===== config.mk =====
export PLATFORM = sky130hd
export DESIGN_NAME = smc_top
export DESIGN_NICKNAME = d
export VERILOG_FILES = /design/src/smc_sync.v /design/src/smc_softstart.v /design/src/smc_top.v
export VERILOG_INCLUDE_DIRS = /design/src /design/src/src
export SDC_FILE = /design/constraint.sdc
export NUM_CORES = 1
export LEC_CHECK = 0
export CAP_MARGIN = 20
export CORE_MARGIN = 4
export CORE_UTILIZATION = 40
export DETAILED_ROUTE_END_ITERATION = 12
export DONT_BUFFER_PORTS = 1
export GPL_TIMING_DRIVEN = 1
export SYNTH_ARGS = -nofsm -noshare
export SYNTH_HDL_FRONTEND = slang
export SYNTH_HIERARCHICAL = 1
export SYNTH_SLANG_ARGS = --single-unit

===== constraint.sdc =====
create_clock -name REF_CLK -period 2.5 [get_ports REF_CLK]
set_input_delay 0.125 -clock REF_CLK [delete_from_list [all_inputs] [get_ports REF_CLK]]
set_output_delay 0.125 -clock REF_CLK [all_outputs]
set_load 0.1 [all_outputs]

===== src/smc_defines.vh =====
// Notes on behaviour
// - Supply runs in normal, stop and restart; off in sleep and fail-safe.
// - Fixed-frequency mode: constant switching rate, duty set by the closed loop.
// - Fixed-frequency mode lets the step-down duty reach 100% at low input.
// - Entering stop mode forces pulse-frequency modulation, which runs asynchronously, unless soft-start runs or the wake pin selects fixed frequency.
// - Soft-start runs at power-up and on sleep or fail-safe to restart.
// - Soft-start begins open loop at minimum duty, held for some switching periods.
// - Duty then rises in fixed steps, each held, until target voltage.
// - At target voltage the loop closes and fixed-frequency regulation continues.
// - Open or short fault bits only report; no mode or configuration change.
// - Enabled step-up turns on below threshold, off above threshold plus hysteresis.
// - Step-up active flag is set whenever the step-up has switched on.
// - Voltage select changes only while disabled; else write dropped, error flag set.
// - By default the step-down stays in pulse-frequency mode throughout stop.
// - Automatic and wake-pin bits both set: automatic transition wins.
// - Automatic and wake-pin bits both clear: pulse-frequency throughout stop.
// - I/O overvoltage with its fail enable bit set activates the fail output.
// - Automatic mode: load over threshold gives fixed-frequency, event and change flag.
// - Wake-pin mode: low gives pulse-frequency, high fixed-frequency, no delay.
`ifndef SMC_DEFINES_VH
`define SMC_DEFINES_VH

`define SMC_CLK_PERIOD_NS   25
`define SMC_TLAG_SHORT_NS   100000
`define SMC_TLAG_LONG_NS    1000000
`define SMC_SW_PERIOD_NS    2222
`define SMC_TLAG_SHORT_CYC  (`SMC_TLAG_SHORT_NS / `SMC_CLK_PERIOD_NS)
`define SMC_TLAG_LONG_CYC   (`SMC_TLAG_LONG_NS / `SMC_CLK_PERIOD_NS)
`define SMC_SW_PERIOD_CYC   (`SMC_SW_PERIOD_NS / `SMC_CLK_PERIOD_NS)

`define SMC_MODE_NORMAL     3'h1
`define SMC_MODE_STOP       3'h2
`define SMC_MODE_RESTART    3'h3
`define SMC_MODE_SLEEP      3'h4
`define SMC_MODE_FAILSAFE   3'h5

`define SMC_ADDR_CTRL       4'h0
`define SMC_ADDR_STATUS     4'h4
`define SMC_ADDR_FAULT      4'h8

`define SMC_CTRL_RESET      8'h00
`define SMC_CTRL_UP_EN      0
`define SMC_CTRL_VSEL_LO    1
`define SMC_CTRL_VSEL_HI    2
`define SMC_CTRL_AUTO       3
`define SMC_CTRL_WAKE_SEL   4
`define SMC_CTRL_TLAG_LONG  5
`define SMC_CTRL_OV_FAIL    6

`define SMC_ST_UP_FLAG      0
`define SMC_ST_MOD_FLAG     1
`define SMC_ST_CMD_ERR      2
`define SMC_ST_UP_ON        3
`define SMC_ST_PWM          4
`define SMC_ST_SS_BUSY      5
`define SMC_ST_CLOSED       6

`define SMC_FLT_OPEN        0
`define SMC_FLT_SHORT       1

`define SMC_SS_MIN_DUTY     8'h08
`define SMC_SS_STEP         8'h04
`define SMC_SS_HOLD_PER     4

`endif


===== src/smc_sync.v =====
`timescale 1ns/1ps
module smc_sync #(
	parameter WIDTH = 1
) (
	input  wire             clk,
	input  wire             rst_n,
	input  wire [WIDTH-1:0] din,
	output wire [WIDTH-1:0] dout
);
	genvar i;
	generate
		for (i = 0; i < WIDTH; i = i + 1) begin : g_bit
			reg s1_q;
			reg s2_q;
			reg s3_q;
			reg out_q;
			// The value is taken only once the two late stages agree.
			always @(posedge clk or negedge rst_n) begin
				if (!rst_n) begin
					s1_q  <= 1'b0;
					s2_q  <= 1'b0;
					s3_q  <= 1'b0;
					out_q <= 1'b0;
				end else begin
					s1_q <= din[i];
					s2_q <= s1_q;
					s3_q <= s2_q;
					if (s2_q == s3_q) begin
						out_q <= s3_q;
					end
				end
			end
			assign dout[i] = out_q;
		end
	endgenerate
endmodule // smc_sync


===== src/smc_softstart.v =====
`timescale 1ns/1ps
`include "smc_defines.vh"
module smc_softstart #(
	parameter PERIOD_CYC = `SMC_SW_PERIOD_CYC,
	parameter HOLD_PER   = `SMC_SS_HOLD_PER
) (
	input  wire       clk,
	input  wire       rst_n,
	input  wire       start,
	input  wire       abort,
	input  wire       target_hit,
	output reg  [7:0] duty_q,
	output reg        busy_q,
	output reg        closed_q
);
	localparam ST_IDLE = 4'h1;
	localparam ST_HOLD = 4'h2;
	localparam ST_RAMP = 4'h4;
	localparam ST_DONE = 4'h8;

	reg [3:0]  state_q;
	reg [3:0]  state_d;
	reg [15:0] cyc_q;
	reg [7:0]  per_q;
	wire       per_end;
	wire       hold_end;

	assign per_end  = (cyc_q == PERIOD_CYC[15:0] - 16'h0001);
	assign hold_end = per_end && (per_q == HOLD_PER[7:0] - 8'h01);

	always @* begin
		state_d = state_q;
		case (state_q)
		ST_IDLE: begin
			if (start) begin
				state_d = ST_HOLD;
			end
		end
		ST_HOLD: begin
			if (hold_end) begin
				state_d = ST_RAMP;
			end
		end
		ST_RAMP: begin
			if (target_hit) begin
				state_d = ST_DONE;
			end
		end
		ST_DONE: begin
			if (start) begin
				state_d = ST_HOLD;
			end
		end
		default: begin
			state_d = ST_IDLE;
		end
		endcase
		if (abort) begin
			state_d = ST_IDLE;
		end
	end

	always @(posedge clk or negedge rst_n) begin
		if (!rst_n) begin
			state_q  <= ST_IDLE;
			cyc_q    <= 16'h0000;
			per_q    <= 8'h00;
			duty_q   <= 8'h00;
			busy_q   <= 1'b0;
			closed_q <= 1'b0;
		end else begin
			state_q  <= state_d;
			busy_q   <= (state_d == ST_HOLD) || (state_d == ST_RAMP);
			closed_q <= (state_d == ST_DONE);
			if (state_d != state_q) begin
				cyc_q <= 16'h0000;
				per_q <= 8'h00;
			end else if (per_end) begin
				cyc_q <= 16'h0000;
				per_q <= hold_end ? 8'h00 : per_q + 8'h01;
			end else begin
				cyc_q <= cyc_q + 16'h0001;
			end
			if (state_d == ST_HOLD && state_q != ST_HOLD) begin
				duty_q <= `SMC_SS_MIN_DUTY;
			end else if (hold_end && !target_hit &&
				(state_q == ST_HOLD || state_q == ST_RAMP)) begin
				// Saturate rather than wrap so a slow rail never drops duty.
				if (duty_q > 8'hFF - `SMC_SS_STEP) begin
					duty_q <= 8'hFF;
				end else begin
					duty_q <= duty_q + `SMC_SS_STEP;
				end
			end else if (state_d == ST_IDLE) begin
				duty_q <= 8'h00;
			end
		end
	end
endmodule // smc_softstart


===== src/smc_top.v =====
`timescale 1ns/1ps
`include "smc_defines.vh"
module smc_top #(
	parameter TLAG_SHORT_CYC = `SMC_TLAG_SHORT_CYC,
	parameter TLAG_LONG_CYC  = `SMC_TLAG_LONG_CYC,
	parameter SW_PERIOD_CYC  = `SMC_SW_PERIOD_CYC,
	parameter SS_HOLD_PER    = `SMC_SS_HOLD_PER
) (
	input  wire       REF_CLK,
	input  wire       RESETN,
	input  wire [2:0] CHIP_MODE,
	input  wire       STOP_CMD,
	input  wire [3:0] ADDR,
	input  wire [7:0] WDATA,
	input  wire       WR,
	input  wire       RD,
	output reg  [7:0] RDATA,
	input  wire       SUPPLY_BELOW_TH,
	input  wire       SUPPLY_ABOVE_HYST,
	input  wire       LOAD_OVER_TH,
	input  wire       WAKE_INPUT,
	input  wire       IO_SUPPLY_SENSE_OV,
	input  wire       OUT_TARGET_HIT,
	input  wire       FAULT_OPEN,
	input  wire       FAULT_SHORT,
	output reg        STEP_DOWN_EN,
	output reg        STEP_DOWN_PWM,
	output reg        STEP_DOWN_CLOSED_LOOP,
	output reg        STEP_DOWN_FULL_DUTY_OK,
	output reg  [7:0] STEP_DOWN_DUTY,
	output reg        STEP_UP_ON,
	output reg  [1:0] STEP_UP_VSEL,
	output reg        FAIL_OUTPUT,
	output reg        MOD_CHANGE_EVENT
);
	localparam MS_OFF  = 4'h1;
	localparam MS_RUN  = 4'h2;
	localparam MS_LAG  = 4'h4;
	localparam MS_STOP = 4'h8;

	wire [7:0] pin_raw;
	wire [7:0] pin_s;
	wire       below_s;
	wire       above_s;
	wire       load_s;
	wire       wake_s;
	wire       ov_s;
	wire       hit_s;
	wire       fopen_s;
	wire       fshort_s;

	reg  [7:0] ctrl_q;
	reg        up_flag_q;
	reg        mod_flag_q;
	reg        cmd_err_q;
	reg  [2:0] mode_prev_q;
	reg        power_up_q;
	reg  [3:0] ms_q;
	reg  [3:0] ms_d;
	reg  [16:0] lag_q;
	reg        auto_pwm_q;
	reg        up_on_q;

	reg        supply_run;
	reg        in_stop;
	wire       from_off;
	wire       wr_ctrl;
	wire       wr_status;
	wire       vsel_clash;
	wire [1:0] vsel_new;
	wire [1:0] vsel_cur;
	wire       ss_start;
	wire       lag_done;
	wire       auto_hit;
	reg        pwm_d;
	wire       ss_busy;
	wire       ss_closed;
	wire [7:0] ss_duty;
	wire [16:0] lag_len;
	wire [7:0] status_word;
	wire [7:0] fault_word;

	assign pin_raw = {FAULT_SHORT, FAULT_OPEN, OUT_TARGET_HIT,
		IO_SUPPLY_SENSE_OV, WAKE_INPUT, LOAD_OVER_TH,
		SUPPLY_ABOVE_HYST, SUPPLY_BELOW_TH};

	// Every sense and fault pin is asynchronous to this clock.
	smc_sync #(
		.WIDTH (8)
	) u_sync (
		.clk   (REF_CLK),
		.rst_n (RESETN),
		.din   (pin_raw),
		.dout  (pin_s)
	);

	assign below_s  = pin_s[0];
	assign above_s  = pin_s[1];
	assign load_s   = pin_s[2];
	assign wake_s   = pin_s[3];
	assign ov_s     = pin_s[4];
	assign hit_s    = pin_s[5];
	assign fopen_s  = pin_s[6];
	assign fshort_s = pin_s[7];

	// Chip mode is decoded directly on this clock.
	// Unused codes keep both stages off rather than guess at a mode.
	always @* begin
		supply_run = 1'b0;
		in_stop    = 1'b0;
		case (CHIP_MODE)
		`SMC_MODE_NORMAL: begin
			supply_run = 1'b1;
		end
		`SMC_MODE_STOP: begin
			supply_run = 1'b1;
			in_stop    = 1'b1;
		end
		`SMC_MODE_RESTART: begin
			supply_run = 1'b1;
		end
		default: begin
			supply_run = 1'b0;
		end
		endcase
	end

	assign from_off = (mode_prev_q == `SMC_MODE_SLEEP) ||
		(mode_prev_q == `SMC_MODE_FAILSAFE);

	// Soft-start from power-up or from a wake into restart.
	assign ss_start = supply_run && (power_up_q ||
		((CHIP_MODE == `SMC_MODE_RESTART) && from_off));

	smc_softstart #(
		.PERIOD_CYC (SW_PERIOD_CYC),
		.HOLD_PER   (SS_HOLD_PER)
	) u_ss (
		.clk        (REF_CLK),
		.rst_n      (RESETN),
		.start      (ss_start),
		.abort      (!supply_run),
		.target_hit (hit_s),
		.duty_q     (ss_duty),
		.busy_q     (ss_busy),
		.closed_q   (ss_closed)
	);

	assign wr_ctrl    = WR && (ADDR == `SMC_ADDR_CTRL);
	assign wr_status  = WR && (ADDR == `SMC_ADDR_STATUS);
	assign vsel_new   = WDATA[`SMC_CTRL_VSEL_HI:`SMC_CTRL_VSEL_LO];
	assign vsel_cur   = ctrl_q[`SMC_CTRL_VSEL_HI:`SMC_CTRL_VSEL_LO];
	// Comparing against the stored select lets software rewrite the same
	// value with the stage on, so a full-register update is not refused.
	assign vsel_clash = ctrl_q[`SMC_CTRL_UP_EN] &&
		(vsel_new != vsel_cur);

	// Software configuration register; a dropped write leaves it whole.
	always @(posedge REF_CLK or negedge RESETN) begin
		if (!RESETN) begin
			ctrl_q <= `SMC_CTRL_RESET;
		end else if (wr_ctrl && !vsel_clash) begin
			ctrl_q <= {1'b0, WDATA[6:0]};
		end
	end

	assign lag_len = ctrl_q[`SMC_CTRL_TLAG_LONG] ?
		TLAG_LONG_CYC[16:0] : TLAG_SHORT_CYC[16:0];
	assign lag_done = (lag_q >= lag_len - 17'h00001);
	assign auto_hit = (ms_q == MS_STOP) && ctrl_q[`SMC_CTRL_AUTO] &&
		!auto_pwm_q && load_s;

	always @* begin
		ms_d = ms_q;
		case (ms_q)
		MS_OFF: begin
			if (supply_run) begin
				// A stop reached straight from off still waits out the lag.
				ms_d = in_stop ? MS_LAG : MS_RUN;
			end
		end
		MS_RUN: begin
			if (in_stop) begin
				ms_d = MS_LAG;
			end
		end
		MS_LAG: begin
			if (!in_stop) begin
				ms_d = MS_RUN;
			end else if (lag_done) begin
				ms_d = MS_STOP;
			end
		end
		// A fresh stop command after an automatic change goes back to PFM.
		MS_STOP: begin
			if (!in_stop) begin
				ms_d = MS_RUN;
			end else if (STOP_CMD && auto_pwm_q) begin
				ms_d = MS_LAG;
			end
		end
		default: begin
			ms_d = MS_OFF;
		end
		endcase
		if (!supply_run) begin
			ms_d = MS_OFF;
		end
	end

	always @(posedge REF_CLK or negedge RESETN) begin
		if (!RESETN) begin
			ms_q        <= MS_OFF;
			lag_q       <= 17'h00000;
			auto_pwm_q  <= 1'b0;
			mode_prev_q <= 3'h0;
			power_up_q  <= 1'b1;
		end else begin
			ms_q        <= ms_d;
			mode_prev_q <= CHIP_MODE;
			if (supply_run) begin
				power_up_q <= 1'b0;
			end
			if (ms_d == MS_LAG && ms_q != MS_LAG) begin
				lag_q <= 17'h00000;
			end else if (ms_q == MS_LAG && !lag_done) begin
				lag_q <= lag_q + 17'h00001;
			end
			// Held until stop mode is left or a fresh stop command re-arms the low-power mode.
			if (ms_d != MS_STOP) begin
				auto_pwm_q <= 1'b0;
			end else if (auto_hit) begin
				auto_pwm_q <= 1'b1;
			end
		end
	end

	// Stop-mode modulation choice; automatic has priority over the pin.
	always @* begin
		pwm_d = 1'b0;
		if (ms_d == MS_RUN) begin
			pwm_d = 1'b1;
		end else if (ms_d == MS_STOP) begin
			if (ctrl_q[`SMC_CTRL_AUTO]) begin
				pwm_d = auto_pwm_q || auto_hit;
			end else if (ctrl_q[`SMC_CTRL_WAKE_SEL]) begin
				pwm_d = wake_s;
			end
		end else if (ms_d == MS_LAG) begin
			// The pin needs no lag: the far side drives a defined level.
			if (!ctrl_q[`SMC_CTRL_AUTO] &&
				ctrl_q[`SMC_CTRL_WAKE_SEL]) begin
				pwm_d = wake_s;
			end
		end
	end

	// Step-up hysteresis; off whenever disabled or supply is down.
	always @(posedge REF_CLK or negedge RESETN) begin
		if (!RESETN) begin
			up_on_q <= 1'b0;
		end else if (!supply_run || !ctrl_q[`SMC_CTRL_UP_EN]) begin
			up_on_q <= 1'b0;
		end else if (below_s) begin
			up_on_q <= 1'b1;
		end else if (above_s) begin
			up_on_q <= 1'b0;
		end
	end

	// Sticky flags: a set in the same cycle as a clear wins.
	always @(posedge REF_CLK or negedge RESETN) begin
		if (!RESETN) begin
			up_flag_q  <= 1'b0;
			mod_flag_q <= 1'b0;
			cmd_err_q  <= 1'b0;
		end else begin
			if (up_on_q) begin
				up_flag_q <= 1'b1;
			end else if (wr_status && WDATA[`SMC_ST_UP_FLAG]) begin
				up_flag_q <= 1'b0;
			end
			if (auto_hit) begin
				mod_flag_q <= 1'b1;
			end else if (wr_status && WDATA[`SMC_ST_MOD_FLAG]) begin
				mod_flag_q <= 1'b0;
			end
			if (wr_ctrl && vsel_clash) begin
				cmd_err_q <= 1'b1;
			end else if (wr_status && WDATA[`SMC_ST_CMD_ERR]) begin
				cmd_err_q <= 1'b0;
			end
		end
	end

	assign status_word = {1'b0, ss_closed, ss_busy, STEP_DOWN_PWM,
		up_on_q, cmd_err_q, mod_flag_q, up_flag_q};
	// Faults are only reported here and steer nothing.
	assign fault_word = {6'h00, fshort_s, fopen_s};

	always @(posedge REF_CLK or negedge RESETN) begin
		if (!RESETN) begin
			RDATA <= 8'h00;
		end else if (RD) begin
			case (ADDR)
			`SMC_ADDR_CTRL: begin
				RDATA <= ctrl_q;
			end
			`SMC_ADDR_STATUS: begin
				RDATA <= status_word;
			end
			`SMC_ADDR_FAULT: begin
				RDATA <= fault_word;
			end
			default: begin
				RDATA <= 8'h00;
			end
			endcase
		end else begin
			RDATA <= 8'h00;
		end
	end

	always @(posedge REF_CLK or negedge RESETN) begin
		if (!RESETN) begin
			STEP_DOWN_EN           <= 1'b0;
			STEP_DOWN_PWM          <= 1'b0;
			STEP_DOWN_CLOSED_LOOP  <= 1'b0;
			STEP_DOWN_FULL_DUTY_OK <= 1'b0;
			STEP_DOWN_DUTY         <= 8'h00;
			STEP_UP_ON             <= 1'b0;
			STEP_UP_VSEL           <= 2'h0;
			FAIL_OUTPUT            <= 1'b0;
			MOD_CHANGE_EVENT       <= 1'b0;
		end else begin
			STEP_DOWN_EN  <= supply_run;
			// Soft-start runs at fixed frequency, so PWM is forced there.
			STEP_DOWN_PWM <= supply_run && (pwm_d || ss_busy);
			STEP_DOWN_CLOSED_LOOP <= ss_closed && !ss_busy;
			STEP_DOWN_FULL_DUTY_OK <= ss_closed && pwm_d;
			STEP_DOWN_DUTY <= ss_duty;
			// Gated by the live mode so the stage stops with the supply.
			STEP_UP_ON     <= up_on_q && supply_run;
			STEP_UP_VSEL   <= vsel_cur;
			FAIL_OUTPUT    <= ov_s && ctrl_q[`SMC_CTRL_OV_FAIL];
			MOD_CHANGE_EVENT <= auto_hit;
		end
	end
endmodule // smc_top


# Word level (Yosys, flattened, before mapping)
# Cells that the tools add are included.
dict set report word_totals {
  reg_bits 132
  in_bits 28
  wordCells 200
  out_inout_bits 25
}
dict set report op_classes {
  mux 46
  n_eq_ne 37
  n_lt_le_gt_ge 2
  addsub 5
  n_reduce_logical 52
}
# op count
set ops {}
lappend ops {{$mux W8} 8}
lappend ops {{$mux W16} 3}
lappend ops {{$mux W4} 10}
lappend ops {{$mux W17} 2}
lappend ops {{$logic_and A1 B1 Y1} 26}
lappend ops {{$pmux W7 S3} 1}
lappend ops {{$eq A4 B3 Y1 const B} 5}
lappend ops {{$eq A4 B4 Y1 const B} 5}
lappend ops {{$mux W1} 19}
lappend ops {{$add A17 B1 Y17 const B} 1}
lappend ops {{$ge A17 B17 Y1} 1}
lappend ops {{$sub A16 B1 Y17 const B} 1}
lappend ops {{$add A16 B1 Y16 const B} 1}
lappend ops {{$eq A16 B7 Y1 const B} 1}
lappend ops {{$eq A4 B2 Y1 const B} 4}
lappend ops {{$pmux W4 S4} 1}
lappend ops {{$eq A4 B1 Y1 const B} 3}
lappend ops {{$pmux W4 S3} 1}
lappend ops {{$reduce_bool A2 Y1} 6}
lappend ops {{$add A8 B1 Y8 const B} 1}
lappend ops {{$add A8 B3 Y8 const B} 1}
lappend ops {{$eq A1 B1 Y1} 8}
lappend ops {{$eq A8 B2 Y1 const B} 1}
lappend ops {{$gt A8 B8 Y1 const B} 1}
lappend ops {{15 further kinds} 31}

# Depth between registers and ports, before layout
dict set report logic_depth {
  ltp_word 13
  mapped_depth 9
  mapped_depth_nobuf 8
}

# By module
# The synthesis kept the hierarchy.
# module seq_area_each_um2 n_inst area_per_inst_um2 cells_each
set by_module_without_submodules {}
lappend by_module_without_submodules {smc_top 1503.9 1 2986.6 277}
lappend by_module_without_submodules {smc_softstart 927.1 1 2080.7 215}
lappend by_module_without_submodules {smc_sync 800.8 1 950.9 48}

# Least setup slack after synthesis
# No wires, ideal clock.
dict set report synth_path {
  path_type {reg2reg}
  from {register ctrl_q[5]}
  to {register lag_q[11]}
  arrival_ps 2086
  n_path_buf 1
  stages_incl_launch_ff 9
  slack_ps 334
  setup_time_ps 79
  period_less_slack_ps 2166
  required_time_ps 2421
  path_cell_list {dfrtp_1 > inv_1 > ha_1 > o21ai_1 > nor4b_4 > nand4_2 > buf_2 > a211oi_2 > mux2i_1}
}
dict set report synth_between {
  elab_chain_len 10
  elab_cells_between_ends 13
  cone_classes {add/sub: 1; order compare: 1; eq/ne: 1; mux: 6; reduce/logical: 4}
}
# element line_no
set synth_rtl {}
lappend synth_rtl {{start: declaration} smc_top.v:52} ;# reg [7:0] ctrl_q;
lappend synth_rtl {{start signal: assignment} smc_top.v:161} ;# ctrl_q <= `SMC_CTRL_RESET;
lappend synth_rtl {{start signal: assignment} smc_top.v:163} ;# ctrl_q <= {1'b0, WDATA[6:0]};
lappend synth_rtl {{$mux W16 *} smc_top.v:167} ;# assign lag_len = ctrl_q[`SMC_CTRL_TLAG_LONG] ?
lappend synth_rtl {{$sub A16 B1 Y17 *} smc_top.v:169} ;# assign lag_done = (lag_q >= lag_len - 17'h00001);
lappend synth_rtl {{$ge A17 B17 Y1 *} smc_top.v:169}
lappend synth_rtl {{$mux W4} smc_top.v:190} ;# end else if (lag_done) begin
lappend synth_rtl {{$mux W4} smc_top.v:188} ;# if (!in_stop) begin
lappend synth_rtl {{$pmux W4 S4} smc_top.v:175} ;# case (ms_q)
lappend synth_rtl {{$mux W4} smc_top.v:206} ;# if (!supply_run) begin
lappend synth_rtl {{$eq A4 B3 Y1} smc_top.v:224} ;# if (ms_d == MS_LAG && ms_q != MS_LAG) begin
lappend synth_rtl {{$logic_and A1 B1 Y1} smc_top.v:224}
lappend synth_rtl {{$mux W17 or $reduce_bool A2 Y1 (tied branches)} -}
lappend synth_rtl {{end signal: assignment} smc_top.v:227} ;# lag_q <= lag_q + 17'h00001;
lappend synth_rtl {{end: declaration} smc_top.v:60} ;# reg [16:0] lag_q;
# Every way passes the cells marked *; elsewhere a longest branch is shown, timed or not.
# A chain may end at the register's enable or synchronous reset.

# Worst setup path after layout
dict set report layout_path {
  from {register ctrl_q[5]}
  to {register lag_q[12]}
}
# The elaborated chain is that of the path after synthesis.

==> results.toml <==
[outcome]
violations = "hold timing"
status = "complete, but fails checks"

[detailed_routing]
vias = 4155
drc = 0
via_per_instance_ratio = 5.446
detail_route.wirelength_um = 12010
drtIter0Drc = 294
count_of_tritonroute_iterations_in_the_first_routing_pass = 5
postRouteAntennaNets = 0
wl_per_cell_um = 15.74

[synth]
synth-async-reset-ratio = 1.000
synth_nets = 579
post_syn_instances = 540
synth_ff_type = "dfrtp_1"
postSynthRegisterBits = 129
sequential_element_share_of_the_synthesized_area = 0.5370
ys_types = 74
synthesis.area_mm2 = 0.006018
syn_avg_cell_area_um2 = 11.14
synthesis.yosys.warnings = 6
synth_edf_count = 0

[clocking]
cts_htree_levels = 4
post_cts.repair.setup_buffers = 0
tritoncts_clock_tree = "yes"
clk-insertion-delay-late_ns = 0.41
clock-sinks = 129
cts_root_buf = "clkbuf_16"
cts.path.max_buffers = 2
holdBufCountCts = 24
cts-buffers-inserted = 17
clkTransAtPathRegs_ns = 0.06

[floorplanning]
die_h_um = 130.7
coreArea_mm2 = 0.01464
die_width_um = 130.7
die_area_mm2 = 0.01707
initial_core_util = 0.4110
floorplan.rows = 44
io_pins = 53

[power_and_ir_drop]
total_power_mw = 5.534
worst_ir_drop_vdd_mv = 0.4743
power-per-cell-area_mw_per_mm2 = 790.0
leakagePower_nw = 3.090

[cells_and_area]
postLayoutCoreUtil = 0.4784
post_route_cells_drive_above_1_share = 0.1330
layout.nets = 606
mostFrequentLayoutCell = "dfrtp_1"
flow.area_growth_from_synthesis_pct = 16.40
finalNonFillerCells = 763
layout_common_cells = "dfrtp_1 (126), nor2_1 (48), nand2_1 (42)"
n_antenna_cell = 0
finalInstanceArea_mm2 = 0.007005

[worst_setup_path]
critical_path_arrival_ns = 2.62
crit_required_ns = 2.82
timing.critical_path.from_type = "register"
criticalPathCategory = "reg2reg"
critical_path_peak_fanout = 11
end_kind = "register"

[sta]
final.min_clock_period_ns = 2.302
tightest_slew_ns = 0.9129
whs_ns = -0.5965
timing.final.setup_violations = 0
fmaxAchievable_mhz = 434.4
worst_clk_skew_ns = 0.009717
grt_setup_unrepaired = "false"
final.setup.tns_ns = 0
relative_max_transition_margin = 0.3918
timing.final.crit_share = 0.9209
final_hold_vios = 129
final_max_slew_viol_count = 0

[global_route]
grt.total_usage = 0.1552
grt_pass1_vias = 4230
grt_max_degree = 130
grt_pass1_wl_um = 20930
grt_overflow = 0
grt_antenna_before_repair = 0

[placed_design]
port-buffer-count = 0
post-dp-hpwl_um = 7751
area_of_placed_instances_mm2 = 0.006148
finalWeightedCongestion = 0.8153
numPlacedInstances = 708

[worst_hold_path]
hp-class = "in2async"

[job]
count_of_maximum_capacitance_violations = 0
-- through the flow --
stage	setup slack [ns]	hold slack [ns]
5_1_grt	0.01183	-0.6228
6_report	0.1978	-0.5965
3_5_place_dp	0.2354	-0.1662
3_3_place_gp	0.2742	-0.1669
2_1_floorplan	0.3343	-0.1706
4_1_cts	0.1858	-0.6142
-- power by group --
group	leakage [nW]	total (mW)	internal (mW)	switching, mW
Clock	0.304	2.58	1.61	0.966
Combinational	1.12	0.421	0.209	0.213
Sequential	1.66	2.53	2.25	0.280
-- per-layer routing --
layer  track usage  vias up  share of wire
met5             0        -              0
met4       0.06292        0          0.017
met3       0.03862       17          0.030
met2        0.2465       72           0.49
met1        0.2047     2089           0.46
li1              -     1977              -
-- area by class of cell --
type	count	area, µm²
clock buffers	18	439.2
flip-flops and latches	129	3232
repair buffers	36	330.3
multi-input cells	372	2556
fillers	1340	7639
clock inverters	13	176.4
inverters	11	41.29
well taps	184	230.2
-- worst max-delay path, stage by stage, from the launching register on --
cell and delay, ns:
dfrtp_1 0.38, inv_1 0.13, ha_1 0.25, o21ai_1 0.09
nor4b_4 0.37, nand4_2 0.18, buf_4 0.22, a2111oi_2 0.34
mux2i_1 0.25
-- flip-flops by register name, indices dropped and copies added (netlist names), 2 cells and up --
name / count
u_sync/g_bit.out_q: 8
u_ss/state_q: 4
u_ss/cyc_q: 16
u_sync/g_bit.s1_q: 8
mode_prev_q: 2
STEP_DOWN_DUTY: 8
STEP_UP_VSEL: 2
u_sync/g_bit.s2_q: 8
u_ss/per_q: 8
ms_q: 4
ctrl_q: 7
lag_q: 17
RDATA: 7
u_ss/duty_q: 7
u_sync/g_bit.s3_q: 8
-- cells by family after synthesis --
logic type,share of synthesized area
xor+xnor,0.03638
fa+ha+maj,0.03784
simple gates,0.1992
mux,0.04782
buf+inv,0.03846
compound gates,0.1027
other cells,0.0006231
flops,0.5370
-- synthesized netlist by cell type, types with 10 or more instances --
cell / n / area share
a21oi_1: 27 / 0.022
buf_4: 10 / 0.012
dfrtp_1: 126 / 0.52
ha_1: 11 / 0.023
inv_1: 11 / 0.0069
mux2i_1: 22 / 0.037
nand2_1: 42 / 0.026
nand2b_1: 14 / 0.015
nand3_1: 18 / 0.015
nand4_1: 12 / 0.012
nor2_1: 48 / 0.030
o21ai_0: 11 / 0.0091
xor2_1: 19 / 0.028
-- final timing paths --
check	startpoint	to	slack [ns]	cells past startpoint
max in group asynchronous	RESETN	power_up_q	2.86	0
hold / removal	RESETN	ctrl_q[1]	-0.60	0
setup / recovery	ctrl_q[5]	lag_q[12]	0.20	8
setup reg to reg	ctrl_q[5]	lag_q[12]	0.20	8
hold reg to reg	u_sync/g_bit[1].s1_q	u_sync/g_bit[1].s2_q	0.35	0
min in group REF_CLK	CHIP_MODE[1]	ms_q[2]	0.04	2
-- timing repair --
item                                   4_1_cts  5_1_grt
setup endpoints to repair                    0        1
gates resized for setup                      0        1
endpoints found under the hold margin      162      129
No activity file was read; power rests on OpenSTA's default activity.
